<file path="src/inc/rcid_pkg.sv">
// Constants, types and register map of the real-time control input decoder
// Contract
// - Line PLL increment field is ignored
// - Enabled: subcarrier from received increment, except internal one when colour decode is on and colour bit is 0
// - Phase-alternation bit marks inverted R-Y line
// - Phase reset per line when reset bit set
// - Received field-rate bit replaces register copy
// - Received odd/even bit replaces internal parity
// - Colour bit 0: internal subcarrier increment
// - Colour bit 1: received subcarrier increment
// - Colour decode off: always received increment
// - Parity status reads 1 even, 0 odd
package rcid_pkg;

  // ==========================================================
  // Serial frame layout
  localparam int unsigned LINE_INC_W = 14;   // Line PLL increment width
  localparam int unsigned SUBC_INC_W = 22;   // Subcarrier increment width
  localparam int unsigned FRAME_BITS = 41;   // Bits after the start bit
  localparam logic [5:0] CNT_LAST = 6'h28;   // Index of last frame bit
  localparam logic [5:0] CNT_ZERO = 6'h00;   // Counter start
  localparam logic [5:0] CNT_ONE = 6'h01;    // Counter step

  // Frame as received, first bit in the MSB
  typedef struct packed {
    logic [LINE_INC_W-1:0] line_inc;  // Line PLL increment
    logic [SUBC_INC_W-1:0] subc_inc;  // Subcarrier PLL increment
    logic pal_bit;                    // Inverted R-Y line marker
    logic reset_bit;                  // Subcarrier phase reset
    logic field_rate;                 // Field-rate select
    logic even_bit;                   // 1 = even field
    logic colour_bit;                 // 1 = colour detected
  } rcid_frame_t;

  // Receiver states, Gray along idle, shift, latch
  typedef enum logic [1:0] {
    RX_IDLE = 2'b00,
    RX_SHIFT = 2'b01,
    RX_LATCH = 2'b11
  } rcid_state_t;

  // Control register
  typedef struct packed {
    logic colour_detect_decode_enable;  // Bit 7
    logic parity_decode_enable;         // Bit 6
    logic field_rate_select;            // Bit 5, register copy
    logic field_rate_decode_enable;     // Bit 4
    logic [1:0] phase_reset_select;     // Bits 3:2
    logic phase_reset_decode_enable;    // Bit 1
    logic realtime_ctrl_enable;         // Bit 0
  } rcid_ctrl_t;

  // Registered outputs toward the encoder core
  typedef struct packed {
    logic [SUBC_INC_W-1:0] subc_inc;  // Increment in use
    logic phase_reset;                // One-cycle phase reset
    logic field_rate;                 // Field rate in use
    logic even_field;                 // 1 = even field
    logic rminusy_invert;             // Invert R-Y this line
  } rcid_out_t;

  // ==========================================================
  // Register map
  localparam logic [3:0] ADDR_CTRL = 4'h0;    // Control
  localparam logic [3:0] ADDR_INC = 4'h4;     // Internal increment
  localparam logic [3:0] ADDR_STATUS = 4'h8;  // Status
  localparam logic [3:0] ADDR_RXINC = 4'hc;   // Increment in use
  localparam logic [7:0] CTRL_RESET = 8'h00;  // Control reset value
  localparam logic [SUBC_INC_W-1:0] INC_RESET = 22'h000000;
  localparam logic [1:0] PHASE_RESET_SELECT_LINE = 2'h0;   // Per-line reset mode
  localparam logic [1:0] HTRANS_NONSEQ = 2'h2;
  localparam logic HRESP_OKAY = 1'b0;

endpackage : rcid_pkg

</file>
<file path="src/rtl/rcid_decoder.sv">
// Real-time control input decoder with AHB-Lite register slave
`timescale 1ns/1ps
module rcid_decoder
  import rcid_pkg::*;
(
  input wire logic hclk,
  input wire logic hresetn,
  input wire logic clk_en,
  input wire logic hsel,
  input wire logic [31:0] haddr,
  input wire logic [1:0] htrans,
  input wire logic hwrite,
  input wire logic [2:0] hsize,
  input wire logic [31:0] hwdata,
  input wire logic hready,
  output logic hreadyout,
  output logic [31:0] hrdata,
  output logic hresp,
  input wire logic realtime_ctrl_input,
  input wire logic line_start,
  input wire logic int_even_field,
  input wire logic int_phase_reset,
  output logic [SUBC_INC_W-1:0] subcarrier_increment,
  output logic subcarrier_phase_reset,
  output logic field_rate,
  output logic even_field,
  output logic rminusy_invert
);

  // ==========================================================
  // Serial receiver
  rcid_state_t state_ff, nxt_state;      // Receiver state
  logic [5:0] cnt_ff, nxt_cnt;           // Bit counter
  logic [FRAME_BITS-1:0] sr_ff, nxt_sr;  // Shift register
  rcid_frame_t rx_ff, nxt_rx;            // Last complete frame

  // Next receiver values
  always_comb begin
    nxt_state = state_ff;
    nxt_cnt = cnt_ff;
    nxt_sr = sr_ff;
    nxt_rx = rx_ff;
    unique case (state_ff)
      RX_IDLE: begin
        // Start bit opens a frame
        if (realtime_ctrl_input) begin
          nxt_state = RX_SHIFT;
          nxt_cnt = CNT_ZERO;
        end
      end
      RX_SHIFT: begin
        // First bit ends up in the MSB
        nxt_sr = {sr_ff[FRAME_BITS-2:0], realtime_ctrl_input};
        nxt_cnt = cnt_ff + CNT_ONE;
        if (cnt_ff == CNT_LAST) begin
          nxt_state = RX_LATCH;
        end
      end
      RX_LATCH: begin
        // Whole frame taken at once
        nxt_rx = rcid_frame_t'(sr_ff);
        nxt_state = RX_IDLE;
      end
      default: begin
        nxt_state = RX_IDLE;
      end
    endcase
  end

  // Receiver registers
  always_ff @(posedge hclk or negedge hresetn) begin
    if (!hresetn) begin
      state_ff <= RX_IDLE;
      cnt_ff <= CNT_ZERO;
      sr_ff <= '0;
      rx_ff <= '0;
    end else if (clk_en) begin
      state_ff <= nxt_state;
      cnt_ff <= nxt_cnt;
      sr_ff <= nxt_sr;
      rx_ff <= nxt_rx;
    end
  end

  // ==========================================================
  // AHB-Lite slave
  rcid_ctrl_t ctrl_ff, nxt_ctrl;                // Control register
  logic [SUBC_INC_W-1:0] inc_ff, nxt_inc;       // Internal increment
  logic wr_ff, nxt_wr;                          // Write data phase
  logic [3:0] waddr_ff, nxt_waddr;              // Write address
  logic [31:0] rdata_ff, nxt_rdata;             // Read data
  logic take;                                   // Address phase taken
  rcid_out_t out_ff, nxt_out;                   // Core outputs

  // Bus stalls while the clock enable is low
  assign hreadyout = clk_en;
  assign hresp = HRESP_OKAY;
  assign hrdata = rdata_ff;
  assign take = hsel && hready && (htrans == HTRANS_NONSEQ);

  // Next bus and register values
  always_comb begin
    nxt_ctrl = ctrl_ff;
    nxt_inc = inc_ff;
    nxt_wr = take && hwrite;
    nxt_waddr = haddr[3:0];
    nxt_rdata = 32'h00000000;
    // Write data phase
    if (wr_ff) begin
      unique case (waddr_ff)
        ADDR_CTRL: nxt_ctrl = rcid_ctrl_t'(hwdata[7:0]);
        ADDR_INC: nxt_inc = hwdata[SUBC_INC_W-1:0];
        default: ;
      endcase
    end
    // Read data prepared in the address phase
    if (take && !hwrite) begin
      unique case (haddr[3:0])
        ADDR_CTRL: nxt_rdata = {24'h000000, ctrl_ff};
        ADDR_INC: nxt_rdata = {10'h000, inc_ff};
        ADDR_STATUS: begin
          // Parity status: 1 even, 0 odd
          nxt_rdata = {28'h0000000, rx_ff.colour_bit,
                       out_ff.rminusy_invert, out_ff.field_rate,
                       out_ff.even_field};
        end
        ADDR_RXINC: nxt_rdata = {10'h000, out_ff.subc_inc};
        default: nxt_rdata = 32'h00000000;
      endcase
    end
  end

  // Bus registers
  always_ff @(posedge hclk or negedge hresetn) begin
    if (!hresetn) begin
      ctrl_ff <= rcid_ctrl_t'(CTRL_RESET);
      inc_ff <= INC_RESET;
      wr_ff <= 1'b0;
      waddr_ff <= ADDR_CTRL;
      rdata_ff <= 32'h00000000;
    end else if (clk_en) begin
      ctrl_ff <= nxt_ctrl;
      inc_ff <= nxt_inc;
      wr_ff <= nxt_wr;
      waddr_ff <= nxt_waddr;
      rdata_ff <= nxt_rdata;
    end
  end

  // ==========================================================
  // Source selection
  logic rt_on;      // Real-time control enabled
  logic use_rx_fsc; // Take received increment

  // Disabled control leaves every internal source in charge
  assign rt_on = ctrl_ff.realtime_ctrl_enable;
  // Line PLL increment is never read
  assign use_rx_fsc = rt_on &&
    (!ctrl_ff.colour_detect_decode_enable ||
     rx_ff.colour_bit);

  // Next core outputs
  always_comb begin
    nxt_out = out_ff;
    nxt_out.subc_inc = use_rx_fsc ? rx_ff.subc_inc : inc_ff;
    // Per-line phase reset from the received bit
    if (rt_on && ctrl_ff.phase_reset_decode_enable) begin
      nxt_out.phase_reset = line_start && rx_ff.reset_bit &&
        (ctrl_ff.phase_reset_select == PHASE_RESET_SELECT_LINE);
    end else begin
      nxt_out.phase_reset = int_phase_reset;
    end
    // Field rate from stream or register copy
    if (rt_on && ctrl_ff.field_rate_decode_enable) begin
      nxt_out.field_rate = rx_ff.field_rate;
    end else begin
      nxt_out.field_rate = ctrl_ff.field_rate_select;
    end
    // Field parity from stream or internal generator
    if (rt_on && ctrl_ff.parity_decode_enable) begin
      nxt_out.even_field = rx_ff.even_bit;
    end else begin
      nxt_out.even_field = int_even_field;
    end
    // Inverted R-Y line marked by the source
    nxt_out.rminusy_invert = rt_on && rx_ff.pal_bit;
  end

  // Output registers
  always_ff @(posedge hclk or negedge hresetn) begin
    if (!hresetn) begin
      out_ff <= '0;
    end else if (clk_en) begin
      out_ff <= nxt_out;
    end
  end

  assign subcarrier_increment = out_ff.subc_inc;
  assign subcarrier_phase_reset = out_ff.phase_reset;
  assign field_rate = out_ff.field_rate;
  assign even_field = out_ff.even_field;
  assign rminusy_invert = out_ff.rminusy_invert;
endmodule : rcid_decoder

</file>
<file path="config.mk">
export PLATFORM = sky130hd
export DESIGN_NAME = rcid_decoder
export DESIGN_NICKNAME = d
export VERILOG_FILES = /design/src/inc/rcid_pkg.sv /design/src/rtl/rcid_decoder.sv
export SDC_FILE = /design/constraint.sdc
export NUM_CORES = 1
export LEC_CHECK = 0
export ABC_AREA = 0
export BUFFER_PORTS_ARGS = -buffer_cell sky130_fd_sc_hd__clkbuf_2
export CORE_ASPECT_RATIO = 0.8
export CORE_MARGIN = 1
export CORE_UTILIZATION = 56
export CTS_BUF_LIST = sky130_fd_sc_hd__clkbuf_8
export CTS_CLUSTER_DIAMETER = 120
export DETAILED_ROUTE_END_ITERATION = 16
export GPL_TIMING_DRIVEN = 0
export PLACE_DENSITY = 0.8
export SYNTH_ARGS = -nofsm -noshare
export SYNTH_HDL_FRONTEND = slang
export SYNTH_SLANG_ARGS = --single-unit
</file>
<file path="constraint.sdc">
create_clock -name hclk -period 1.6 [get_ports hclk]
set_input_delay 0.08 -clock hclk [delete_from_list [all_inputs] [get_ports hclk]]
set_output_delay 0.08 -clock hclk [all_outputs]
set_load 0.01 [all_outputs]
</file>
### Word-level counts from Yosys, hierarchy flattened

Cells that the tools add are included.

* $add $sub $neg: 1
* eq/ne operators: 10
* mux-type cells: 11
* reductions and logical operators: 25

Operators with widths (count)
* $pmux W22 S4: 1
* $mux W22: 2
* $pmux W6 S2: 1
* $reduce_and A3 Y1: 4
* $logic_and A1 B1 Y1: 11
* $eq A4 B3 Y1 const B: 2
* $eq A4 B4 Y1 const B: 2
* $logic_not A4 Y1: 2
* $add A6 B1 Y6 const B: 1
* $eq A6 B6 Y1 const B: 1
* $mux W6: 1
* $eq A2 B2 Y1 const B: 2
* $logic_not A2 Y1: 2
* $mux W2: 2
* $ne A2 B2 Y1 const B: 2
* $pmux W2 S2: 1
* $reduce_and A2 Y1: 2
* $mux W1: 3
* $eq A2 B1 Y1 const B: 1
* $logic_not A1 Y1: 2
* $reduce_bool A2 Y1: 1
* $logic_or A1 B1 Y1: 1

* register bits: 155
* input bits: 79
* output and inout port bits: 60
* logic and storage cells: 72

### Depth between registers and ports, before layout

* depth in word-level cells: 4
* mapped depth: 5
* gate-level depth less buffers: 5

### Worst setup path before layout

OpenSTA, ideal clock, no wires.

* path type: reg2reg
* start point: register waddr_ff[1]
* end point: register inc_ff[10]
* library setup time: 0.125 ns
* arrival: 1.318 ns
* data required time: 1.475 ns
* setup slack: 0.157 ns
* cell stages (with the launch flop): 5
* path buffers: 1
* clock period less this slack: 1.443 ns
* path through: dfrtp_1 > nor4b_4 > nand3_2 > buf_6 > mux2_4

* word-level cells in the longest chain between the ends: 2

Ends and longest elaborated chain
* from (decl): line rcid_decoder.sv:90 `logic [3:0] waddr_ff, nxt_waddr;`
* from (signal assigned): line rcid_decoder.sv:145 `waddr_ff <= nxt_waddr;`
* $eq A4 B3 Y1: line rcid_decoder.sv:110 `unique case (waddr_ff)`
* $reduce_and A3 Y1 (no line)
* to (signal assigned): line rcid_decoder.sv:143 `inc_ff <= nxt_inc;`
* to (decl): line rcid_decoder.sv:88 `logic [SUBC_INC_W-1:0] inc_ff, nxt_inc;`

Every way passes these cells.
A chain may end at the register's enable or synchronous reset.

### Worst setup path in the final report

* start point: register waddr_ff[3]
* end point: register inc_ff[9]

Same word-level chain as after synthesis.

==> out/qor.txt <==
RR Startpoint - waddr_ff[3]
FF-to-FF End - inc_ff[9]
outcome - finished, violations left
Slew headroom - 56.60%
CP cell instances - nor4b_4 -> nand3_2 -> buf_6 -> mux2_4
CTS max path bufs - 2
Syn Area/Cell - 12.58 sq um
DPL Wire Length - 10.46 mm
Final Hold Vio Count - 0
max cap viols - 0
total die area - 12020 sq um
async set-reset flop share out of synthesis - 100.0%
synth unique cells - 41
type of origin of the critical path - flop
Period Utilization, post-route - 100.5%
fin util - 71.41%
design area - 7899 sq um
clk sink count - 145
worst min path class - input pin to flop
Req. time, crit path - 1930 ps
Worst Setup Path Type - flop to flop
input/output buffers - 83
final setup fails - 4
P per Cell Area - 1069 nW/um^2
CORE AREA - 11060 sq um
Min-Delay Path Depth - 3
Leak Pwr - 0.003867 uW
Hold Slack - 51.52 ps
grt total ovfl - 0
number of synthesized register bits - 145
initial antenna violation count - 0
Worst Hold End - hrdata[10]
Starting Density - 58.67%
gr usage total - 27.11%
max frequency - 622.1 MHz
drt first pass iters - 7
DRT Wirelength - 15.52 mm
flop2flop setup slack - -7 ps
sequential fraction of the synthesis area - 55.92%
worst slack, placed - -144.1 ps
R2R cell count - 4
vias in the first global route - 4810
first-pass GRT wire length - 24.54 mm
clock slew at reported path FFs - 70 ps
DR vias - 4747
EDFF count, synth - 0
area grow syn2layout - 21.73%
Final #Nets - 741
failing checks - setup timing
worst slew pin tran - 651.1 ps
largest fanout on the critical path - 10
Worst Path Arrival - 1940 ps
share of cells above drive strength 1 - 37.89%
ys flop type - dfrtp_1
largest net degree at the start of global routing - 93
Synth Cell Area - 6489 sq um
DRT iter0 DRCs - 393
Mapped Cells - 516
filler cell count - 759
DR DRC count - 0
Setup Skew - 12.00 ps
Rows - 34
Top delay family on crit path - simple AND/OR/NAND/NOR gates
Post-DP Area - 7158 sq um
Buf/Inv on CP - 1
number of vias per cell - 5.810
Worst VDD drop - 647.9 uV
Slew Limit Fails - 0
final setup margin - -7.375 ps
remaining antenna violation count after routing - 0
TritonCTS Buffers - 17
Final GP Congestion - 0.7905
Die X-Extent - 122.4 microns
ANT cells - 0
WL/cell - 18.99 microns
CTS root buf - clkbuf_8
CTS tree - yes
Syn. warnings - 0
Die H - 98.28 microns
CP max-delay cell - dfrtp_1
Skew-Pair Late Insertion Delay - 450 ps
Hold Crit Start - hready
RSZ-0062 raised after global routing - yes
max incr delay on CP - 420 ps
H-Tree Depth - 4
Critical Path End Type - flop
num ports - 139
crit path time final - 1607 ps
==> state kept, by name (all words and copies together), names as in the netlist <==
signal                  flops
rminusy_invert              1
wr_ff                       1
subcarrier_increment       22
inc_ff                     22
hrdata                     22
subcarrier_phase_reset      1
cnt_ff                      6
even_field                  1
sr_ff                      27
rt_on                       1
waddr_ff                    4
state_ff                    2
rx_ff                      27
field_rate                  1
ctrl_ff                     7
==> per-layer routing <==
| metal | wire length (microns) | share of wire, % | GRT usage, % | up-vias |
|---|---|---|---|---|
| li1 | - | - | - | 2115 |
| met3 | 965 | 6.2 | 5.549 | 41 |
| met1 | 6588 | 42 | 36.23 | 2391 |
| met5 | 0 | 0 | 0 | - |
| met2 | 7593 | 49 | 43.34 | 200 |
| met4 | 368 | 2.4 | 10.98 | 0 |
==> worst max path at each step <==
stage,end,slack [ps],cells after the start,startpoint
floorplan,inc_ff[10],160,4,waddr_ff[1]
global placement,inc_ff[1],-1770,1,hresetn
detailed placement,subcarrier_increment[5],-140,4,rx_ff[0]
CTS,inc_ff[9],-6,4,waddr_ff[3]
global route,inc_ff[8],-60,4,waddr_ff[3]
finish,inc_ff[9],-7,4,waddr_ff[3]
==> kinds of logic after synthesis <==
family	after synthesis	synth area share, %
AO/OA/AOI/OAI	88	8.137
adder cells (fa/ha/maj)	2	0.3856
buffers and inverters	75	5.785
flip-flops	145	55.92
multiplexers	120	21.46
other	1	0.05779
AND/OR/NAND/NOR	85	8.253
==> worst min-delay path, cell delays in order <==
cell      delay [ps]
clkbuf_2         100
nand4_1          160
o22ai_1          110
==> report_power, final <==
| group | internal, uW | total, uW | switching [uW] |
|---|---|---|---|
| clock | 1640 | 2980 | 1340 |
| combinational | 558 | 1090 | 536 |
| sequential | 4030 | 4370 | 336 |
==> area by class of cell <==
type | instances | area [sq um] | area share [%]
clock buffer | 20 | 275.3 | 3.485
clock inverter | 12 | 140.1 | 1.774
timing repair buffer | 115 | 757.0 | 9.583
inverter | 30 | 112.6 | 1.426
multi-input combinational | 306 | 2537 | 32.12
buffer | 45 | 267.8 | 3.390
sequential | 145 | 3628 | 45.94
tap | 144 | 180.2 | 2.281
==> synthesized netlist by cell type (4+ instances only) <==
cell type | count | area (sq um)
nor2_1 | 28 | 105.1
a21oi_1 | 5 | 25.02
nand2_1 | 5 | 18.77
dfrtp_1 | 145 | 3628
mux2_4 | 20 | 300.3
buf_4 | 14 | 105.1
o22a_1 | 4 | 35.03
clkbuf_1 | 11 | 41.29
o21ai_0 | 28 | 140.1
inv_1 | 30 | 112.6
nand3_1 | 5 | 25.02
mux2i_1 | 27 | 270.3
o22ai_1 | 23 | 143.9
a31oi_1 | 22 | 137.6
mux2_2 | 73 | 822.0
nand3b_1 | 23 | 172.7
buf_2 | 15 | 75.07
==> cell usage in the layout, fill, tap and decap left out, types with 3 or more instances in the layout <==
master | synthesis | final
buf_6 | 3 | 3
clkinvlp_4 | 0 | 3
dfrtp_1 | 145 | 145
buf_2 | 15 | 15
buf_4 | 14 | 16
a31oi_1 | 22 | 22
conb_1 | 1 | 11
o22a_1 | 4 | 4
inv_1 | 30 | 32
dlygate4sd3_1 | 0 | 29
a21oi_1 | 5 | 5
clkbuf_8 | 0 | 21
nand3b_1 | 23 | 23
bufinv_16 | 0 | 3
clkbuf_2 | 0 | 86
o21ai_0 | 28 | 28
o22ai_1 | 23 | 23
nand3_1 | 5 | 5
mux2_4 | 20 | 20
nor2_1 | 28 | 28
mux2_2 | 73 | 73
clkbuf_1 | 11 | 8
clkinv_2 | 0 | 4
mux2i_1 | 27 | 27
nand2_1 | 5 | 5
==> metrics by stage <==
step,setup TNS [ps],cells,power (uW)
2_1_floorplan,0,526,4984
3_3_place_gp,-256280,753,5325
3_5_place_dp,-1432,754,5433
4_1_cts,-10.34,817,8458
5_1_grt,-932.2,817,8779
6_report,-12.98,817,8447
==> repair_timing <==
item                                   CTS  global route
gates resized for setup                  2             7
setup endpoints to repair               38            38
endpoints found under the hold margin   88             0
pin swaps                                2             0
hold buffers                            29             0
buffers inserted                         2             0
(Power assumes the default switching activity.)
